## src/trace_port_regs.vh

```
// register map, field positions, reset values and timing counts of the trace port
`ifndef TRACE_PORT_REGS_VH
`define TRACE_PORT_REGS_VH

// ****************************************
// register offsets
// ****************************************
`define TRACE_BYTE_OFFSET     8'h00
`define TRACE_CONTROL_OFFSET  8'h04

// ****************************************
// control fields and reset values
// ****************************************
`define CTRL_EDGE_SEL_BIT     0
`define CTRL_ENABLE_BIT       1
`define CTRL_EDGE_SEL_RESET   1'b0
`define CTRL_ENABLE_RESET     1'b0
`define TRACE_BYTE_RESET      8'h00
`define TRACE_CONTROL_RESET   8'h00

// ****************************************
// timing
// ****************************************
`define CLK_PERIOD_NS         100
`define TRACE_HALF_NS         400
`define TRACE_HALF_CYCLES     8'h04
`define HALF_COUNT_W          5
`define LAST_HALF_RISE        5'h10
`define LAST_HALF_FALL        5'h0f

`endif

```

## src/trace_fifo.v

```verilog
// synchronous fifo of flip-flops with valid and ready on both sides
module trace_fifo
#(
	parameter WIDTH = 8,
	parameter DEPTH = 16,
	parameter AW    = 4
)
(
	input  wire             clk,
	input  wire             rst,
	input  wire             ce,
	input  wire             in_valid,
	output wire             in_ready,
	input  wire [WIDTH-1:0] in_data,
	output wire             out_valid,
	input  wire             out_ready,
	output wire [WIDTH-1:0] out_data
);

	reg [WIDTH-1:0] mem [0:DEPTH-1];
	reg [AW-1:0]    wr_ptr;
	reg [AW-1:0]    rd_ptr;
	reg [AW:0]      count;
	wire            push;
	wire            pop;

	// honest full and empty from the fill count
	assign in_ready  = (count != DEPTH[AW:0]);
	assign out_valid = (count != {(AW+1){1'b0}});
	assign out_data  = mem[rd_ptr];
	assign push      = ce & in_valid & in_ready;
	assign pop       = ce & out_valid & out_ready;

	// storage entries, written only by index
	always @(posedge clk)
	begin
		if (push)
			mem[wr_ptr] <= in_data;
	end

	// pointers and fill count
	always @(posedge clk or posedge rst)
	begin
		if (rst)
		begin
			wr_ptr <= {AW{1'b0}};
			rd_ptr <= {AW{1'b0}};
			count  <= {(AW+1){1'b0}};
		end
		else
		begin
			if (push)
				wr_ptr <= wr_ptr + {{(AW-1){1'b0}}, 1'b1};
			if (pop)
				rd_ptr <= rd_ptr + {{(AW-1){1'b0}}, 1'b1};
			if (push & ~pop)
				count <= count + {{AW{1'b0}}, 1'b1};
			else if (pop & ~push)
				count <= count - {{AW{1'b0}}, 1'b1};
		end
	end

endmodule

```

## src/serial_trace_byte_port.v

```verilog
// transmit-only serial trace port: register access, byte queue and two-wire shifter
//
// Overview of operation
// - A write to the trace byte register queues one transfer that sends exactly that byte, started once enable is 1.
// - Bits leave least significant first, one byte per transfer, outward only.
// - With edge select 0 data changes on the rising trace clock edge, with 1 on the falling.
// - Each bit stays stable across the opposite edge, where the receiver samples it.
// - Between transfers the trace clock and trace data outputs both sit high.
// - The trace clock and all shifting derive from the bus clock, with no other clock input.
// - Reading the trace byte register returns the last byte written, or 00h after reset.
// - A write to the trace byte register is held off while a byte is still being sent.
// - The enable bit gates the start of each transfer, resets to 0, and is the block enable.
// - While disabled the clock request output is 0 regardless of transfer state.
// - While enabled and transferring the clock request output is 1.
// - The idle condition is internal and no readable bit shows it.
// - The port raises no interrupt.
// - System reset returns both registers to 00h: disabled, rising shift edge.
`include "trace_port_regs.vh"

module serial_trace_byte_port
(
	input  wire       clk,
	input  wire       rst,
	input  wire       ce,
	input  wire       bus_req,
	input  wire       bus_write,
	input  wire [7:0] bus_addr,
	input  wire [7:0] bus_wdata,
	output reg  [7:0] bus_rdata,
	output reg        bus_ack,
	output reg        trace_clk_out,
	output reg        trace_data_out,
	output reg        clk_req
);

	// ****************************************
	// local declarations
	// ****************************************
	localparam ST_IDLE  = 2'b01;
	localparam ST_SHIFT = 2'b10;
	localparam [7:0] HALF_CYCLES = `TRACE_HALF_CYCLES;

	reg  [1:0]               state;
	reg  [7:0]               trace_byte;
	reg                      edge_sel;
	reg                      enable;
	reg  [7:0]               shifter;
	reg  [7:0]               half_timer;
	reg  [`HALF_COUNT_W-1:0] half_index;
	reg                      shift_falling;
	reg                      fifo_push;
	reg  [7:0]               fifo_in;
	reg  [7:0]               next_rdata;
	wire                     fifo_in_ready;
	wire                     fifo_out_valid;
	wire [7:0]               fifo_out_data;
	wire                     fifo_pop;
	wire                     take;
	wire                     hit_byte;
	wire                     hit_ctrl;
	wire                     busy;
	wire                     write_stall;
	wire                     half_done;
	wire                     last_half;
	wire                     frame_done;
	wire [`HALF_COUNT_W-1:0] last_index;
	wire [`HALF_COUNT_W-1:0] next_half_index;
	wire                     shift_here;

	// ****************************************
	// register access
	// ****************************************

	// decode, and hold off byte writes while a byte is queued or on the wire
	assign hit_byte    = (bus_addr == `TRACE_BYTE_OFFSET);
	assign hit_ctrl    = (bus_addr == `TRACE_CONTROL_OFFSET);
	assign busy        = (state == ST_SHIFT) | fifo_out_valid | fifo_push;
	assign write_stall = bus_write & hit_byte & (busy | ~fifo_in_ready);
	assign take        = ce & bus_req & ~bus_ack & ~write_stall;

	// control register: shift edge select and enable
	always @(posedge clk or posedge rst)
	begin
		if (rst)
		begin
			edge_sel <= `CTRL_EDGE_SEL_RESET;
			enable   <= `CTRL_ENABLE_RESET;
		end
		else if (ce)
		begin
			if (take & bus_write & hit_ctrl)
			begin
				edge_sel <= bus_wdata[`CTRL_EDGE_SEL_BIT];
				enable   <= bus_wdata[`CTRL_ENABLE_BIT];
			end
		end
	end

	// data register and the push of each accepted byte into the queue
	always @(posedge clk or posedge rst)
	begin
		if (rst)
		begin
			trace_byte <= `TRACE_BYTE_RESET;
			fifo_push  <= 1'b0;
			fifo_in    <= `TRACE_BYTE_RESET;
		end
		else if (ce)
		begin
			fifo_push <= 1'b0;
			if (take & bus_write & hit_byte)
			begin
				trace_byte <= bus_wdata;
				fifo_in    <= bus_wdata;
				fifo_push  <= 1'b1;
			end
		end
	end

	// read data chosen by address; unmapped offsets read as zero
	always @*
	begin
		next_rdata = 8'h00;
		if (hit_byte)
			next_rdata = trace_byte;
		else if (hit_ctrl)
			next_rdata = {6'h00, enable, edge_sel};
	end

	// acknowledge pulse and registered read data
	always @(posedge clk or posedge rst)
	begin
		if (rst)
		begin
			bus_rdata <= 8'h00;
			bus_ack   <= 1'b0;
		end
		else if (ce)
		begin
			bus_ack <= take;
			if (take & ~bus_write)
				bus_rdata <= next_rdata;
		end
	end

	// ****************************************
	// byte queue
	// ****************************************

	// sixteen entries deep, but the hold-off keeps at most one byte waiting;
	// a byte stays queued while the port is disabled
	// the shifter pulls one byte when idle and enabled
	assign fifo_pop = (state == ST_IDLE) & enable;

	trace_fifo
	#(
		.WIDTH (8),
		.DEPTH (16),
		.AW    (4)
	)
	u_queue
	(
		.clk       (clk),
		.rst       (rst),
		.ce        (ce),
		.in_valid  (fifo_push),
		.in_ready  (fifo_in_ready),
		.in_data   (fifo_in),
		.out_valid (fifo_out_valid),
		.out_ready (fifo_pop),
		.out_data  (fifo_out_data)
	);

	// ****************************************
	// serial shifter
	// ****************************************

	// frame shape, four bus clocks per half period:
	//   edge select 0: 17 halves, the first low with data still high,
	//   each rise presents the next bit, each fall is the sampling edge,
	//   the closing low half gives the last bit its falling edge
	//   edge select 1: 16 halves, each fall presents the next bit,
	//   each rise is the sampling edge
	//   the shift edge is latched when the frame opens
	//   clock and data both return high once the frame closes
	// half periods of the trace clock counted in bus clocks
	assign half_done       = (half_timer == HALF_CYCLES - 8'h01);
	assign last_index      = shift_falling ? `LAST_HALF_FALL : `LAST_HALF_RISE;
	assign last_half       = (half_index == last_index);
	assign frame_done      = half_done & last_half;
	assign next_half_index = half_index + {{(`HALF_COUNT_W-1){1'b0}}, 1'b1};
	// odd halves are high: rising shift edge enters them, falling enters even ones
	assign shift_here      = shift_falling ? ~next_half_index[0] : next_half_index[0];

	// half period timer and index of the current half within the frame
	always @(posedge clk or posedge rst)
	begin
		if (rst)
		begin
			half_timer <= 8'h00;
			half_index <= {`HALF_COUNT_W{1'b0}};
		end
		else if (ce)
		begin
			if (state != ST_SHIFT)
			begin
				half_timer <= 8'h00;
				half_index <= {`HALF_COUNT_W{1'b0}};
			end
			else if (~half_done)
				half_timer <= half_timer + 8'h01;
			else
			begin
				half_timer <= 8'h00;
				if (~last_half)
					half_index <= next_half_index;
			end
		end
	end

	// transfer sequencing, clock and data pins
	always @(posedge clk or posedge rst)
	begin
		if (rst)
		begin
			state          <= ST_IDLE;
			shifter        <= 8'h00;
			shift_falling  <= 1'b0;
			trace_clk_out  <= 1'b1;
			trace_data_out <= 1'b1;
		end
		else if (ce)
		begin
			case (state)
				ST_IDLE:
				begin
					trace_clk_out  <= 1'b1;
					trace_data_out <= 1'b1;
					if (enable & fifo_out_valid)
					begin
						state         <= ST_SHIFT;
						shift_falling <= edge_sel;
						trace_clk_out <= 1'b0; // first falling edge
						if (edge_sel)
						begin
							trace_data_out <= fifo_out_data[0];
							shifter        <= {1'b0, fifo_out_data[7:1]};
						end
						else
							shifter <= fifo_out_data;
					end
				end
				ST_SHIFT:
				begin
					if (frame_done)
					begin
						state          <= ST_IDLE;
						trace_clk_out  <= 1'b1;
						trace_data_out <= 1'b1;
					end
					else if (half_done)
					begin
						trace_clk_out <= next_half_index[0];
						if (shift_here)
						begin
							// held for a full period, across the sampling edge
							trace_data_out <= shifter[0];
							shifter        <= {1'b0, shifter[7:1]};
						end
					end
				end
				default:
				begin
					state          <= ST_IDLE;
					trace_clk_out  <= 1'b1;
					trace_data_out <= 1'b1;
				end
			endcase
		end
	end

	// ****************************************
	// power management
	// ****************************************

	// a queued byte counts as busy, so the request rises before the first edge, or with it when enable arrives after the byte
	// clock request only when enabled and a byte is pending or on the wire
	always @(posedge clk or posedge rst)
	begin
		if (rst)
			clk_req <= 1'b0;
		else if (ce)
			clk_req <= enable & busy;
	end

	// no interrupt output exists on this port
	// a mid-transfer disable is not guarded; the transfer still completes

endmodule

```

## config.mk

```make
export PLATFORM = sky130hd
export DESIGN_NAME = serial_trace_byte_port
export DESIGN_NICKNAME = d
export VERILOG_FILES = /design/src/trace_fifo.v /design/src/serial_trace_byte_port.v
export VERILOG_INCLUDE_DIRS = /design/src
export SDC_FILE = /design/constraint.sdc
export NUM_CORES = 1
export LEC_CHECK = 0
export BUFFER_PORTS_ARGS = -buffer_cell sky130_fd_sc_hd__buf_2
export CORE_MARGIN = 2
export CORE_UTILIZATION = 55
export CTS_BUF_LIST = sky130_fd_sc_hd__clkbuf_4 sky130_fd_sc_hd__clkbuf_8
export CTS_CLUSTER_DIAMETER = 120
export DETAILED_ROUTE_END_ITERATION = 10
export PLACE_DENSITY = 0.81
export SLEW_MARGIN = 40
export SYNTH_ARGS = -nofsm -noshare
export SYNTH_HDL_FRONTEND = slang
export SYNTH_HIERARCHICAL = 1
export SYNTH_SLANG_ARGS = --single-unit
```

## constraint.sdc

```tcl
create_clock -name clk -period 4.7 [get_ports clk]
set_input_delay 0.705 -clock clk [delete_from_list [all_inputs] [get_ports clk]]
set_output_delay 0.705 -clock clk [all_outputs]
set_load 0.02 [all_outputs]
```

==> flow_metrics.py <==
metrics = {
    "synth": {
        "yosysSeqAreaShare_pct": 64.4,
        "synth.area.top_cells": "edfxtp_1, dfrtp_1, mux4_2, mux2i_1, mux2_2",
        "synth_area_um2": 8310,
        "synth-main-ff-cell": "edfxtp_1",
        "ys_ff_latch": 188,
        "async_reset_ff_share_pct": 31.9,
        "synth.most_common_cell": "edfxtp_1",
        "synthCells": 562,
        "yosys_warnings": 6,
        "ys_types": 62,
        "synth_top_area_cell": "edfxtp_1",
        "synth-edff-count": 128,
        "yosys.area.top_type_share_pct": 46.3,
        "netlist_top_cells_count": "edfxtp_1, dfrtp_1, nand2_1",
        "postSynthAreaPerCell_um2": 14.8,
        "syn-num-nets": 597,
    },
    "placement": {
        "dp.cells": 755,
        "numPortBuffers": 32,
        "placed_cell_area_um2": 8610,
        "dp_slack_ns": 1.41,
        "dp_hpwl_um": 11000,
        "gp_congestion": 0.842,
    },
    "floorplanning": {
        "die_area_um2": 16100,
        "num_rows": 44,
        "coreArea_um2": 14600,
        "io_pins": 33,
        "die_h_um": 127,
        "fp.dieW_um": 127,
        "initial_core_util_pct": 56.7,
    },
    "sta": {
        "hold_viol": 0,
        "setup_viol": 0,
        "holdWs_ns": 0.287,
        "slew-limit-headroom_pct": 43.5,
        "tightest_slew_ns": 0.845,
        "fin_crit_ns": 3.04,
        "fin_setup_tns_ns": 0,
        "finClkSkew_ns": 0.0117,
        "fin_ws_ns": 1.66,
        "slew_viol_final": 0,
        "rsz0062_at_grt": "no",
        "period_share_pct": 64.7,
        "fmax_mhz": 329,
    },
    "routing": {
        "wl_per_cell_um": 21.1,
        "dr_total_vias": 4985,
        "drt_iter0_markers": 454,
        "wl_um": 16600,
        "drtAntennaViolNets": 0,
        "avgViaCountPerCell": 6.33,
        "drcViolationCount": 0,
        "wl_met1_um": 7260,
        "wl_met3_um": 811,
        "route.met2.wl_um": 7840,
        "routed.top_layer": "met4",
        "first_pass_iters": 5,
    },
    "finish": {
        "n_antenna_cell": 0,
        "final_core_util_pct": 61.7,
        "fill_cells": 1037,
        "seq_area_um2": 5350,
        "fin_area_um2": 9030,
        "fin_nets": 625,
        "final_cell_count_no_fill": 787,
        "multiInputGateArea_um2": 2780,
        "area_growth_pct": 8.71,
        "drive_above_1_share_pct": 23.1,
    },
    "clock_tree": {
        "cts_tree": "done",
        "cts_sinks": 188,
        "holdBufCountCts": 0,
        "clk_pin_slew_worst_paths_ns": 0.10,
        "cts_max_level": 4,
        "cts_resized": 0,
        "cts_buffers": 17,
        "clk_latency_ns": 0.47,
        "post_cts_buffers": 0,
        "clk_path_buf_depth": 2,
        "clockRootBuffer": "clkbuf_8",
    },
    "critical_path": {
        "path_cells": "ha_1, and2_1, nand2_1, a21oi_1, inv_1, ha_1, inv_1, ha_1, a21o_1, a2111o_1, nand3_1, nand2_1",
        "required_ns": 5.07,
        "critPathLaunchType": "register",
        "crit_path_max_fanout": 6,
        "crit_arrival_ns": 3.41,
        "crit_top_cell": "ha_1",
        "slowest_delay_ns": 0.55,
        "crit_family": "compound AO/OA/AOI/OAI gates",
        "criticalPathCategory": "reg -> reg",
        "path_buf_inv": 2,
        "critPathLaunch": "state[0]$_DFFE_PP1P_",
        "crit-reg2reg-launch": "state[0]$_DFFE_PP1P_",
        "end_kind": "register",
        "cp_slowest_cell": "dfstp_2",
    },
    "grt": {
        "antenna_found_initial": 0,
        "track_usage_pct": 21.4,
        "grt_pass1_wl_um": 26100,
        "overflow": 0,
        "grt_pass1_vias": 5034,
        "grt_max_degree": 48,
    },
    "run_status": {
        "outcome": "complete, no violations",
    },
    "pwr": {
        "switchingPower_uw": 794,
        "internal-power_mw": 2.43,
        "powerDensity_nw_per_um2": 357,
        "pwr-share-seq_pct": 58.0,
        "pwr-share-clk_pct": 33.9,
        "worst_ir_drop_vdd_v": 0.000166,
        "p_sw_share_pct": 24.6,
        "power_leakage_nw": 3.60,
        "power.total_mw": 3.22,
        "p_comb_share_pct": 8.1,
    },
    "job": {
        "cap_violations": 0,
    },
    "worst_hold_path": {
        "hold_path.class": "in -> async",
    },
}
## worst paths after layout
path,slack (ns),depth (start not counted),to
max,1.66,12,u_queue/count[4]$_DFFE_PP0P_
min,0.29,2,u_queue/count[2]$_DFFE_PP0P_
max reg2reg,1.66,12,u_queue/count[4]$_DFFE_PP0P_
min reg2reg,0.48,2,trace_data_out$_DFFE_PP1P_
max in group asynchronous,4.00,2,shifter[5]$_DFFE_PP0P_
min in group clk,0.46,2,fifo_in[5]$_DFFE_PP0P_
## worst reg2reg max path: stages (launching register included)
cell and delay [ns]:
dfstp_2 0.55, ha_1 0.24, and2_1 0.16, nand2_1 0.05, a21oi_1 0.40, inv_1 0.09, ha_1 0.23, inv_1 0.20
ha_1 0.31, a21o_1 0.20, a2111o_1 0.41, nand3_1 0.07, nand2_1 0.05
## state kept, by name, summed over array words and instances (netlist names), 4 cells and up
register	cells
bus_rdata	8
u_queue/count	5
u_queue/rd_ptr	4
u_queue/wr_ptr	4
half_timer	8
fifo_in	8
half_index	5
shifter	8
u_queue/mem	128
## area by class of cell
cell class	count	share of cell area, %
sequential	188	59.3
multi-input combinational	330	30.8
clock buffer	17	2.59
tap	184	2.55
timing repair buffer	37	2.19
clock inverter	15	1.91
inverter	16	0.693
## metal layers
layer | GRT usage (%) | vias up
met5 | 0 | -
met4 | 10.9 | 0
met3 | 4.98 | 43
met2 | 33.6 | 198
met1 | 28.2 | 2510
li1 | - | 2234
## logic make-up after synthesis
group                    synth area share [%]
AND/OR/NAND/NOR                          8.26
multiplexers                             12.0
buffers and inverters                    2.49
XOR/XNOR                                 1.37
flip-flops                               64.4
AO/OA/AOI/OAI                            9.27
adder cells (fa/ha/maj)                  2.20
## power groups by stage
stage	registers [mW]	clock network (mW)	logic [mW]
finish	1.87	1.09	0.262
global route	1.88	1.17	0.288
CTS	1.87	1.11	0.262
detailed placement	1.90	0	0.261
global placement	1.90	0	0.247
floorplan	1.88	0	0.216
## placed cells by master (no fill, tap or decap), types with 3 or more instances in the layout
| master | Yosys | layout |
|---|---|---|
| edfxtp_1 | 128 | 128 |
| dfrtp_1 | 57 | 56 |
| nand2_1 | 45 | 45 |
| buf_2 | 5 | 32 |
| mux2i_1 | 27 | 27 |
| mux2_2 | 22 | 22 |
| nor3_1 | 23 | 21 |
| nor2_1 | 24 | 20 |
| clkbuf_8 | 0 | 17 |
| mux4_2 | 16 | 16 |
| a22o_1 | 15 | 15 |
| inv_1 | 15 | 14 |
| ha_1 | 13 | 12 |
| xnor2_1 | 11 | 11 |
| nand3_1 | 11 | 11 |
| a221o_1 | 11 | 11 |
| o32a_1 | 9 | 9 |
| o21ai_0 | 9 | 9 |
| o22ai_1 | 9 | 9 |
| a21oi_1 | 8 | 8 |
| mux2_4 | 8 | 8 |
| inv_6 | 0 | 8 |
| o221ai_1 | 7 | 7 |
| nand2b_1 | 6 | 6 |
| buf_4 | 1 | 5 |
| nand4_1 | 4 | 4 |
| a21o_1 | 4 | 4 |
| and2_1 | 4 | 4 |
| o311ai_0 | 4 | 4 |
| nor2_2 | 0 | 4 |
| nand3b_1 | 3 | 3 |
| nor2b_1 | 3 | 3 |
| o2bb2ai_1 | 3 | 3 |
| dfstp_2 | 3 | 3 |
Power figures use the tool's default switching activity.
